<file path="src/shared/evtmr_pkg.sv">
/*
 * Constants for the event triggered countdown timer block: register
 * indices, config field positions, reset values and widths.
 * Assumes a 32-bit Avalon-MM slave with word addressing by byte address.
 */
package evtmr_pkg;

    // ------------------------------------------------------------------
    // Widths
    // ------------------------------------------------------------------
    localparam int unsigned CNT_W = 20;
    localparam int unsigned DATA_W = 32;
    localparam int unsigned ADDR_W = 8;
    localparam int unsigned PRESC_SEL_W = 3;
    localparam int unsigned PRESC_CNT_W = 8;
    localparam int unsigned NUM_TIMERS = 2;

    // ------------------------------------------------------------------
    // Register indices (byte address is four times the index)
    // ------------------------------------------------------------------
    localparam logic [ADDR_W-1:0] IDX_T0_STATUS = 8'h08;
    localparam logic [ADDR_W-1:0] IDX_T1_STATUS = 8'h09;
    localparam logic [ADDR_W-1:0] IDX_T0_PRESET = 8'h0B;
    localparam logic [ADDR_W-1:0] IDX_T1_PRESET = 8'h0C;
    localparam logic [ADDR_W-1:0] IDX_T0_CONFIG = 8'h0E;
    localparam logic [ADDR_W-1:0] IDX_T1_CONFIG = 8'h0F;
    localparam int unsigned IDX_LSB = 2;

    // ------------------------------------------------------------------
    // Config register fields
    // ------------------------------------------------------------------
    localparam int unsigned CFG_HALT_RX_BEGIN = 20;
    localparam int unsigned CFG_HALT_TX_BEGIN = 19;
    localparam int unsigned CFG_HALT_EXT_SEEN = 18;
    localparam int unsigned CFG_HALT_EXT_LOST = 17;
    localparam int unsigned CFG_HALT_OWN_ON = 16;
    localparam int unsigned CFG_HALT_OWN_OFF = 15;
    localparam int unsigned CFG_GO_RX_BEGIN = 14;
    localparam int unsigned CFG_GO_RX_END = 13;
    localparam int unsigned CFG_GO_TX_BEGIN = 12;
    localparam int unsigned CFG_GO_TX_END = 11;
    localparam int unsigned CFG_GO_EXT_SEEN = 10;
    localparam int unsigned CFG_GO_EXT_LOST = 9;
    localparam int unsigned CFG_GO_OWN_ON = 8;
    localparam int unsigned CFG_GO_OWN_OFF = 7;
    localparam int unsigned CFG_IMM_START = 6;
    localparam int unsigned CFG_RATE_MSB = 5;
    localparam int unsigned CFG_RATE_LSB = 3;
    localparam int unsigned CFG_CLK_MODE = 2;
    localparam int unsigned CFG_RELOAD = 1;
    localparam int unsigned CFG_ON = 0;
    localparam int unsigned CFG_MSB = 20;
    localparam int unsigned STAT_RUN = 20;

    // ------------------------------------------------------------------
    // Reset values
    // ------------------------------------------------------------------
    localparam logic [CFG_MSB:0] CFG_RST = 21'h000000;
    localparam logic [CNT_W-1:0] PRESET_RST = 20'h00000;
    localparam logic [CNT_W-1:0] COUNT_RST = 20'h00000;
    localparam logic [DATA_W-1:0] RDATA_RST = 32'h00000000;
    localparam logic [PRESC_CNT_W-1:0] PRESC_RST = 8'h00;

endpackage : evtmr_pkg

</file>
<file path="src/evtmr_prescaler.sv">
/*
 * Divides the contactless interface clock strobe by 2^(rate+1).
 * Assumes contactless_interface_clock_tick_i is a one-cycle strobe in the clk_i domain.
 */
`timescale 1ns/10ps
`default_nettype none

module evtmr_prescaler #(
    parameter int unsigned SEL_W = evtmr_pkg::PRESC_SEL_W,
    parameter int unsigned DIV_W = evtmr_pkg::PRESC_CNT_W
) (
    // Clock and reset
    input wire logic clk_i,
    input wire logic sys_rst_i,
    // Control
    input wire logic [SEL_W-1:0] rate_i,
    input wire logic contactless_interface_clock_tick_i,
    // Output strobe
    output logic tick_o
);

    logic [DIV_W-1:0] div_ff;
    logic [DIV_W-1:0] nxt_div;
    logic [DIV_W-1:0] mask;

    // ------------------------------------------------------------------
    // Free running divider
    // ------------------------------------------------------------------
    assign nxt_div = div_ff + {{(DIV_W-1){1'b0}}, 1'b1};

    always_ff @(posedge clk_i or posedge sys_rst_i) begin
        if (sys_rst_i) begin
            div_ff <= evtmr_pkg::PRESC_RST;
        end else if (contactless_interface_clock_tick_i) begin
            div_ff <= nxt_div;
        end
    end

    // rate halving select
    // Widened sum: the top code must shift by 2^SEL_W without wrapping
    assign mask = DIV_W'((DIV_W'(1) << ({1'b0, rate_i} + (SEL_W+1)'(1))) - DIV_W'(1));
    assign tick_o = contactless_interface_clock_tick_i & ((div_ff & mask) == mask);

endmodule // evtmr_prescaler

`default_nettype wire

</file>
<file path="src/evtmr_counter.sv">
/*
 * One 20-bit countdown timer core with start, stop, expiry and reload.
 * Assumes start and stop are one-cycle strobes already gated by selects.
 */
`timescale 1ns/10ps
`default_nettype none

module evtmr_counter #(
    parameter int unsigned CNT_W = evtmr_pkg::CNT_W
) (
    // Clock and reset
    input wire logic clk_i,
    input wire logic sys_rst_i,
    // Control
    input wire logic on_i,
    input wire logic clk_mode_i,
    input wire logic reload_i,
    input wire logic contactless_interface_clock_tick_i,
    input wire logic presc_tick_i,
    input wire logic start_i,
    input wire logic stop_i,
    input wire logic [CNT_W-1:0] preset_i,
    // Status
    output logic [CNT_W-1:0] count_o,
    output logic running_o
);

    logic [CNT_W-1:0] count_ff;
    logic running_ff;
    logic step;
    logic expire;

    assign step = clk_mode_i ? presc_tick_i : contactless_interface_clock_tick_i;
    assign expire = running_ff & step & (count_ff == '0);

    // ------------------------------------------------------------------
    // Running flag; stop wins over a start in the same cycle
    // ------------------------------------------------------------------
    always_ff @(posedge clk_i or posedge sys_rst_i) begin
        if (sys_rst_i) begin
            running_ff <= 1'b0;
        end else if (!on_i) begin
            running_ff <= 1'b0;
        end else if (stop_i) begin
            running_ff <= 1'b0;
        end else if (start_i) begin
            running_ff <= 1'b1;
        end else if (expire && !reload_i) begin
            running_ff <= 1'b0;
        end
    end

    // ------------------------------------------------------------------
    // Count value
    // ------------------------------------------------------------------
    always_ff @(posedge clk_i or posedge sys_rst_i) begin
        if (sys_rst_i) begin
            count_ff <= evtmr_pkg::COUNT_RST;
        end else if (on_i && !stop_i && start_i) begin
            count_ff <= preset_i;
        end else if (on_i && !stop_i && running_ff && step) begin
            if (count_ff == '0) begin
                count_ff <= reload_i ? preset_i : count_ff;
            end else begin
                count_ff <= count_ff - CNT_W'(1);
            end
        end
    end

    assign count_o = count_ff;
    assign running_o = running_ff;

endmodule // evtmr_counter

`default_nettype wire

</file>
<file path="src/evtmr_top.sv">
/*
 * Event triggered countdown timers, two instances, with an Avalon-MM
 * register slave. Transceiver and field events arrive as one-cycle
 * strobes synchronous to clk_i; the contactless clock arrives as a strobe.
 */
// Chosen here: the Avalon-MM slave port.
// Summary of operation
// - immediate start bit starts timer at once
// - rate field picks prescaler tick, halving per code
// - mode clear counts every contactless clock cycle
// - mode set counts on prescaler ticks
// - reload clear: stop and hold zero
// - reload set: load preset and continue
// - timer runs only while enable set
// - halt after first four received bits
// - halt when transmission begins
// - halt when external field appears
// - halt when external field is lost
// - halt when own field turns on
// - halt when own field turns off
// - start on first received bit
// - start when reception ends
// - one 20-bit preset per timer, shared by start and reload
// - readable running flag, cleared at reset
`timescale 1ns/10ps
`default_nettype none

module evtmr_top #(
    parameter int unsigned CNT_W = evtmr_pkg::CNT_W,
    parameter int unsigned NT = evtmr_pkg::NUM_TIMERS
) (
    // Clock and reset
    input wire logic clk_i,
    input wire logic sys_rst_i,
    // Avalon-MM slave
    input wire logic [evtmr_pkg::ADDR_W+1:0] avs_address_i,
    input wire logic avs_read_i,
    input wire logic avs_write_i,
    input wire logic [evtmr_pkg::DATA_W-1:0] avs_writedata_i,
    input wire logic [3:0] avs_byteenable_i,
    output logic [evtmr_pkg::DATA_W-1:0] avs_readdata_o,
    output logic avs_waitrequest_o,
    // Contactless interface clock strobe
    input wire logic contactless_interface_clock_i,
    // Transceiver and field event strobes
    input wire logic rx_first_bit_i,
    input wire logic rx_four_bits_i,
    input wire logic rx_end_i,
    input wire logic tx_begin_i,
    input wire logic tx_end_i,
    input wire logic ext_field_seen_i,
    input wire logic ext_field_lost_i,
    input wire logic own_field_on_i,
    input wire logic own_field_off_i,
    // Timer status
    output logic [NT-1:0] timer_running_o
);

    localparam int unsigned CM = evtmr_pkg::CFG_MSB;
    localparam int unsigned AW = evtmr_pkg::ADDR_W;
    localparam int unsigned DW = evtmr_pkg::DATA_W;

    // ------------------------------------------------------------------
    // Declarations
    // ------------------------------------------------------------------
    logic ack_ff;
    logic req;
    logic wr_en;
    logic [AW-1:0] idx;
    logic [DW-1:0] be_mask;
    logic [DW-1:0] rdata_ff;
    logic [DW-1:0] nxt_rdata;
    logic [CM:0] cfg_ff [NT];
    logic [CNT_W-1:0] preset_ff [NT];
    logic [NT-1:0] imm_start_ff;
    logic [NT-1:0] cfg_hit;
    logic [NT-1:0] preset_hit;
    logic [NT-1:0] status_hit;
    logic [NT-1:0] presc_tick;
    logic [NT-1:0] go;
    logic [NT-1:0] halt;
    logic [CNT_W-1:0] count [NT];
    logic [NT-1:0] running;

    // ------------------------------------------------------------------
    // Bus handshake: one wait state per access
    // ------------------------------------------------------------------
    assign req = avs_read_i | avs_write_i;
    assign avs_waitrequest_o = req & ~ack_ff;
    assign wr_en = avs_write_i & ack_ff;
    assign idx = avs_address_i[AW+1:evtmr_pkg::IDX_LSB];

    always_ff @(posedge clk_i or posedge sys_rst_i) begin
        if (sys_rst_i) begin
            ack_ff <= 1'b0;
        end else begin
            ack_ff <= req & ~ack_ff;
        end
    end

    always_comb begin
        be_mask = '0;
        for (int b = 0; b < 4; b++) begin
            be_mask[b*8 +: 8] = {8{avs_byteenable_i[b]}};
        end
    end

    // ------------------------------------------------------------------
    // Address decode
    // ------------------------------------------------------------------
    assign cfg_hit[0] = (idx == evtmr_pkg::IDX_T0_CONFIG);
    assign cfg_hit[1] = (idx == evtmr_pkg::IDX_T1_CONFIG);
    assign preset_hit[0] = (idx == evtmr_pkg::IDX_T0_PRESET);
    assign preset_hit[1] = (idx == evtmr_pkg::IDX_T1_PRESET);
    assign status_hit[0] = (idx == evtmr_pkg::IDX_T0_STATUS);
    assign status_hit[1] = (idx == evtmr_pkg::IDX_T1_STATUS);

    // ------------------------------------------------------------------
    // Config and preset registers
    // ------------------------------------------------------------------
    for (genvar t = 0; t < NT; t++) begin : g_regs
        logic [DW-1:0] cfg_word;
        logic [DW-1:0] preset_word;

        assign cfg_word = (avs_writedata_i & be_mask)
                        | (DW'(cfg_ff[t]) & ~be_mask);
        assign preset_word = (avs_writedata_i & be_mask)
                           | (DW'(preset_ff[t]) & ~be_mask);

        always_ff @(posedge clk_i or posedge sys_rst_i) begin
            if (sys_rst_i) begin
                cfg_ff[t] <= evtmr_pkg::CFG_RST;
            end else if (wr_en && cfg_hit[t]) begin
                // Start-now bit is stored as a pulse only
                cfg_ff[t] <= cfg_word[CM:0]
                           & ~((CM+1)'(1) << evtmr_pkg::CFG_IMM_START);
            end
        end

        always_ff @(posedge clk_i or posedge sys_rst_i) begin
            if (sys_rst_i) begin
                imm_start_ff[t] <= 1'b0;
            end else begin
                imm_start_ff[t] <= wr_en & cfg_hit[t]
                                 & cfg_word[evtmr_pkg::CFG_IMM_START];
            end
        end

        always_ff @(posedge clk_i or posedge sys_rst_i) begin
            if (sys_rst_i) begin
                preset_ff[t] <= evtmr_pkg::PRESET_RST;
            end else if (wr_en && preset_hit[t]) begin
                preset_ff[t] <= preset_word[CNT_W-1:0];
            end
        end
    end

    // ------------------------------------------------------------------
    // Event selection per timer
    // ------------------------------------------------------------------
    for (genvar t = 0; t < NT; t++) begin : g_events
        logic [CM:0] c;
        assign c = cfg_ff[t];

        assign halt[t] =
            (c[evtmr_pkg::CFG_HALT_RX_BEGIN] & rx_four_bits_i)
            | (c[evtmr_pkg::CFG_HALT_TX_BEGIN] & tx_begin_i)
            | (c[evtmr_pkg::CFG_HALT_EXT_SEEN] & ext_field_seen_i)
            | (c[evtmr_pkg::CFG_HALT_EXT_LOST] & ext_field_lost_i)
            | (c[evtmr_pkg::CFG_HALT_OWN_ON] & own_field_on_i)
            | (c[evtmr_pkg::CFG_HALT_OWN_OFF] & own_field_off_i);

        assign go[t] = imm_start_ff[t]
            | (c[evtmr_pkg::CFG_GO_RX_BEGIN] & rx_first_bit_i)
            | (c[evtmr_pkg::CFG_GO_RX_END] & rx_end_i)
            | (c[evtmr_pkg::CFG_GO_TX_BEGIN] & tx_begin_i)
            | (c[evtmr_pkg::CFG_GO_TX_END] & tx_end_i)
            | (c[evtmr_pkg::CFG_GO_EXT_SEEN] & ext_field_seen_i)
            | (c[evtmr_pkg::CFG_GO_EXT_LOST] & ext_field_lost_i)
            | (c[evtmr_pkg::CFG_GO_OWN_ON] & own_field_on_i)
            | (c[evtmr_pkg::CFG_GO_OWN_OFF] & own_field_off_i);

        evtmr_prescaler u_presc (
            .clk_i(clk_i),
            .sys_rst_i(sys_rst_i),
            .rate_i(c[evtmr_pkg::CFG_RATE_MSB:evtmr_pkg::CFG_RATE_LSB]),
            .contactless_interface_clock_tick_i(contactless_interface_clock_i),
            .tick_o(presc_tick[t])
        );

        evtmr_counter #(
            .CNT_W(CNT_W)
        ) u_cnt (
            .clk_i(clk_i),
            .sys_rst_i(sys_rst_i),
            .on_i(c[evtmr_pkg::CFG_ON]),
            .clk_mode_i(c[evtmr_pkg::CFG_CLK_MODE]),
            .reload_i(c[evtmr_pkg::CFG_RELOAD]),
            .contactless_interface_clock_tick_i(contactless_interface_clock_i),
            .presc_tick_i(presc_tick[t]),
            .start_i(go[t]),
            .stop_i(halt[t]),
            .preset_i(preset_ff[t]),
            .count_o(count[t]),
            .running_o(running[t])
        );
    end

    assign timer_running_o = running;

    // ------------------------------------------------------------------
    // Read data; unmapped reads return zero
    // ------------------------------------------------------------------
    always_comb begin
        nxt_rdata = evtmr_pkg::RDATA_RST;
        for (int t = 0; t < NT; t++) begin
            if (cfg_hit[t]) begin
                nxt_rdata = DW'(cfg_ff[t]);
            end
            if (preset_hit[t]) begin
                nxt_rdata = DW'(preset_ff[t]);
            end
            if (status_hit[t]) begin
                nxt_rdata = DW'({running[t], count[t]});
            end
        end
    end

    always_ff @(posedge clk_i or posedge sys_rst_i) begin
        if (sys_rst_i) begin
            rdata_ff <= evtmr_pkg::RDATA_RST;
        end else if (avs_read_i && !ack_ff) begin
            rdata_ff <= nxt_rdata;
        end
    end

    assign avs_readdata_o = rdata_ff;

endmodule // evtmr_top

`default_nettype wire

</file>
<file path="config.mk">
export PLATFORM = sky130hd
export DESIGN_NAME = evtmr_top
export DESIGN_NICKNAME = d
export VERILOG_FILES = /design/src/shared/evtmr_pkg.sv /design/src/evtmr_prescaler.sv /design/src/evtmr_counter.sv /design/src/evtmr_top.sv
export SDC_FILE = /design/constraint.sdc
export NUM_CORES = 1
export LEC_CHECK = 0
export ABC_AREA = 1
export BUFFER_PORTS_ARGS = -buffer_cell sky130_fd_sc_hd__buf_2
export CAP_MARGIN = 20
export CELL_PAD_IN_SITES_DETAIL_PLACEMENT = 2
export CELL_PAD_IN_SITES_GLOBAL_PLACEMENT = 2
export CORE_MARGIN = 5
export CORE_UTILIZATION = 37
export CTS_BUF_LIST = sky130_fd_sc_hd__clkbuf_16
export CTS_CLUSTER_DIAMETER = 120
export DETAILED_ROUTE_END_ITERATION = 8
export PLACE_DENSITY_LB_ADDON = 0.2
export SETUP_SLACK_MARGIN = 0.02
export SYNTH_ARGS = -nofsm -noshare
export SYNTH_HDL_FRONTEND = slang
export SYNTH_SLANG_ARGS = --single-unit
</file>
<file path="constraint.sdc">
create_clock -name clk_i -period 9.6 [get_ports clk_i]
set_input_delay 0.48 -clock clk_i [delete_from_list [all_inputs] [get_ports clk_i]]
set_output_delay 0.48 -clock clk_i [all_outputs]
set_load 0.01 [all_outputs]
</file>
Word level (Yosys, flattened, before mapping)
Cells that the tools add are included.
Widths: inputs -> output; s select.

cells by class
  bitwise operators = 80
  add/sub/neg operators = 8
  mux-type cells = 24
  reductions and logical operators = 26
  shifts and indexed selects = 2
  equal/unequal tests = 12

operators with widths
  cell                   number
  $mux 20                8
  $mux 32                5
  $and 21x21->21         3
  $eq 8x4->1 const B     6
  $or 21x21->21          2
  $and 1x1->1            40
  $and 20x20->20         2
  $logic_not 20->1       2
  $or 20x20->20          2
  $sub 20x1->20 const B  2
  $or 1x1->1             27
  $mux 21                1
  $not 21->21            1
  $add 8x1->8 const B    2
  $and 8x8->8            2
  $eq 8x8->1             2
  $shl 1x4->8 const A    2
  $sub 8x2->8 const B    2
  $logic_and 1x1->1      15
  $mux 1                 10
  $add 3x1->4 const B    2
  $ne 4x1->1 const B     2
  $ne 3x2->1 const B     2
  $logic_not 1->1        5
  3 further kinds        5

storage, ports and cells
  logic and storage cells = 166
  register bits = 173

Longest topological paths before layout
  depth in word-level cells = 14
  gate-level depth with buffers = 16
  gate-level depth less buffers = 14

By module
A second synthesis with hierarchy kept.

second synthesis, totals
  cells, all modules = 1463
  area, all modules = 10112.2 µm²

modules (own cells, without submodules)
  module           area an instance (µm²)  times used  cells each
  evtmr_top        5450.2                  1           731
  evtmr_counter    1811.7                  2           295
  evtmr_prescaler  519.2                   2           71

Least setup slack after synthesis
OpenSTA, ideal clock, no wires.

  path kind = reg2reg
  from = register (tool-made name)
  to = register g_events[0].u_cnt.count_ff[15]
  arrival = 1.843 ns
  library setup time = 0.065 ns
  path buffers = 1
  data required time = 9.535 ns
  stages on the path, launching flop included = 15
  slack = 7.692 ns
  cell sequence = dfrtp_1 -> nor2_1 -> nand2_1 -> ha_1 -> nor2_1 -> nor2_1 -> nand2_1 -> nor2_1 -> nand3_1 -> a21oi_2 -> nand2_4 -> nand2_4 -> buf_6 -> nand3_1 -> nand2_1

RTL lines
  what                  line                 RTL
  end signal, assigned  evtmr_counter.sv:58  count_ff <= evtmr_pkg::COUNT_RST;
  end signal, assigned  evtmr_counter.sv:60  count_ff <= preset_i;
  end signal, assigned  evtmr_counter.sv:63  count_ff <= reload_i ? preset_i : count_ff;
  end, declared         evtmr_counter.sv:28  logic [CNT_W-1:0] count_ff;

==> results.sh <==
export IMPL_status="completed"
export IMPL_register_area_mm2=0.004054
export IMPL_worst_r2r_setup_slack_ns=5.92
export IMPL_fill_cells=2969
export IMPL_synth_top_area_cell="sky130_fd_sc_hd__dfrtp_1"
export IMPL_worstPathCellList="nand2_1, inv_1, ha_1, inv_1, nor3_1, nand3_1, nand3_1, nand3_1, nand2_1, nand3_1, nand2_1, nand2_1, nand2_1"
export IMPL_fp_dieW_um=167.5
export IMPL_synth_simple_area_share_pct=34.35
export IMPL_detailed_place_area_mm2=0.009697
export IMPL_first_global_vias=9732
export IMPL_yosysTopAreaCellShare_pct=44.15
export IMPL_maxSlewHeadroom_pct=26.07
export IMPL_crit_reg2reg_capture="g_events[1].u_cnt.count_o[3]$_DFFE_PP0P_"
export IMPL_die_h_um=167.5
export IMPL_grt_antenna_before_repair=0
export IMPL_first_pass_grt_wire_length_um=54890
export IMPL_critPathMaxFanout=21
export IMPL_clock_fmax_ghz=0.2717
export IMPL_synth_fa_ha_area_share_pct=1.090
export IMPL_cts_made_buffers=17
export IMPL_cp_buffers_inverters=2
export IMPL_routedWlPerCell_um=20.80
export IMPL_io_pins=95
export IMPL_cap_violations=0
export IMPL_final_instance_count_excl_fill=1662
export IMPL_routed_wl_um=34570
export IMPL_multiInputGateArea_mm2=0.004456
export IMPL_detailed_place_hpwl_um=24920
export IMPL_ant_nets=0
export IMPL_synth_mux_area_share_pct=0
export IMPL_setup_viol_count_final=0
export IMPL_path_class="reg2reg"
export IMPL_sequential_share_of_the_synthesized_area_pct=44.15
export IMPL_post_route_min_period_ns=3.681
export IMPL_holdBufCountCts=0
export IMPL_finalCritPeriodShare_pct=38.34
export IMPL_route_detailed_vias_per_inst=5.328
export IMPL_yosys_warnings=0
export IMPL_worstPathArrival_ns=4.05
export IMPL_tns_ns=0
export IMPL_core_box_area_mm2=0.02439
export IMPL_grt_start_max_net_pins=101
export IMPL_synth_top_cells_by_count="sky130_fd_sc_hd__nand2_1 (455), sky130_fd_sc_hd__dfrtp_1 (162), sky130_fd_sc_hd__nand3_1 (124), sky130_fd_sc_hd__nor2_1 (123), sky130_fd_sc_hd__o21ai_0 (105)"
export IMPL_n_antenna_cell=0
export IMPL_post_cts_setup_buffer_count=0
export IMPL_start_util_pct=37.65
export IMPL_cts_repair_resized=0
export IMPL_die_area_mm2=0.02807
export IMPL_drt_iter0_drc=361
export IMPL_clkLatencyLatePin_ns=0.44
export IMPL_detailedRoute_firstPassIterationCount=5
export IMPL_tightest_slew_ns=1.108
export IMPL_routed_via_count=8855
export IMPL_ir_worst_vdd_mv=0.07259
export IMPL_setup_worst_path_end_class="register"
export IMPL_finalMaxSlewViolations=0
export IMPL_yosys_top_cells_area="sky130_fd_sc_hd__dfrtp_1 (44%), sky130_fd_sc_hd__nand2_1 (19%), sky130_fd_sc_hd__nand3_1 (6.8%)"
export IMPL_cpPeakStageDelay_ns=1.02
export IMPL_root_buffer="sky130_fd_sc_hd__clkbuf_16"
export IMPL_worst_r2r_cell_count=13
export IMPL_synth_lib_cells_used_distinct=38
export IMPL_p_per_area_mw_per_mm2=156.1
export IMPL_finalHoldViolations=0
export IMPL_hold_class="in2async"
export IMPL_drive_gt1_share_pct=10.46
export IMPL_gp_congestion=0.8171
export IMPL_placed_cells_incl_taps=1630
export IMPL_synthesis_instances=1278
export IMPL_synth_most_common_cell="sky130_fd_sc_hd__nand2_1"
export IMPL_rsz_0062_raised_after_global_routing="no"
export IMPL_critPathTopFamily="simple AND/OR/NAND/NOR gates"
export IMPL_synth_async_reset_ratio_pct=100.0
export IMPL_globalRoute_totalOverflow=0
export IMPL_main_combinational_cell_family_by_area_after_synthesis="simple AND/OR/NAND/NOR gates"
export IMPL_power_static_leakage_nw=5.330
export IMPL_numClockSinks=162
export IMPL_worst_path_max_delay_cell="sky130_fd_sc_hd__nand2_1"
export IMPL_post_synth_instance_area_mm2=0.009183
export IMPL_report_power_total_w=0.001603
export IMPL_clock_tree_htree_level_count=4
export IMPL_required_time_of_the_worst_setup_path_ns=9.97
export IMPL_xor_xnor_portion_of_the_synthesized_cell_area_pct=3.529
export IMPL_crit_start_category="register"
export IMPL_gr_usage_all_layers_pct=24.84
export IMPL_clock_path_buffers=2
export IMPL_post_route_cell_area_mm2=0.01027
export IMPL_finalClockSkew_ns=0.01290
export IMPL_synth_edff_count=0
export IMPL_synth_top_flop_cell="sky130_fd_sc_hd__dfrtp_1"
export IMPL_row_count=57
export IMPL_synth_area_per_cell_um2=7.185
export IMPL_post_synthesis_compound_gate_area_fraction_pct=8.979
export IMPL_clock_transition_at_path_regs_ns=0.08
export IMPL_critical_path_top_cell_by_count="sky130_fd_sc_hd__nand2_1"
export IMPL_final_nets=1393
export IMPL_areaGrowthSynthToFinish_pct=11.81
export IMPL_port_buffers=69
export IMPL_ys_seq_elements=162
export IMPL_drt_drc_violations_left=0
export IMPL_tritoncts="yes"
-- routing by layer --
layer	global-route usage [%]	share of wire (%)
met2	43.31	50
met3	3.489	2.6
met5	0	0
met1	32.06	45
met4	7.551	2.6
-- where the power goes --
| part | internal [W] | switching [W] | total, W |
|---|---|---|---|
| clock network | 0.000365 | 0.000327 | 0.000693 |
| logic | 0.0000497 | 0.000103 | 0.000152 |
| registers | 0.000722 | 0.0000357 | 0.000758 |
| total | 0.00114 | 0.000466 | 0.00160 |
-- cell families (layout without fill, tap and decap cells) --
kind of cell	count (synthesis)	count (layout)
AND/OR/NAND/NOR	754	754
flip-flops	162	162
buffers and inverters	160	210
AO/OA/AOI/OAI	155	155
XOR/XNOR	37	37
adder cells (fa/ha/maj)	8	8
other	2	12
-- per-stage QoR --
step	util (%)	hold WS [ns]	setup slack (ns)
after floorplan	-	0.4404	4.743
after global placement	39.76	0.4582	5.929
after detailed placement	39.76	0.4617	5.878
after CTS	42.10	0.2943	5.884
after global routing	42.10	0.3024	5.519
final	42.10	0.2168	5.919
-- worst max path at each step --
| stage | end | slack (ns) | cells after the start |
|---|---|---|---|
| 2_1_floorplan | asynchronous set/reset pin | 4.74 | 1 |
| 3_3_place_gp | g_events[1].u_cnt.count_o[11]$_DFFE_PP0P_ | 5.93 | 10 |
| 3_5_place_dp | g_events[1].u_cnt.count_o[3]$_DFFE_PP0P_ | 5.88 | 10 |
| 4_1_cts | g_events[1].u_cnt.count_o[3]$_DFFE_PP0P_ | 5.88 | 13 |
| 5_1_grt | g_events[1].u_cnt.count_o[3]$_DFFE_PP0P_ | 5.52 | 13 |
| 6_report | g_events[1].u_cnt.count_o[3]$_DFFE_PP0P_ | 5.92 | 13 |
-- area by class of cell --
type                            count  area share [%]
Multi-Input combinational cell    966           43.40
Tap cell                          324           3.948
Timing Repair Buffer               75           3.802
Inverter                          103           3.814
Clock buffer                       17           4.143
Sequential cell                   162           39.48
Clock inverter                     15           1.414
-- layout by cell type (no fill, tap or decap), drive strengths merged, types with 6 or more instances in the layout --
master / netlist / final
ha: 8 / 8
nand3: 127 / 127
clkinv: 1 / 6
nor2: 135 / 135
xor2: 33 / 33
buf: 39 / 75
conb: 2 / 12
o21ai: 111 / 111
nand4: 14 / 14
nand2: 460 / 460
dfrtp: 162 / 162
clkbuf: 18 / 17
a21oi: 38 / 38
inv: 102 / 111
nor3: 7 / 7
Note: power is estimated with default switching activity, not from simulation.
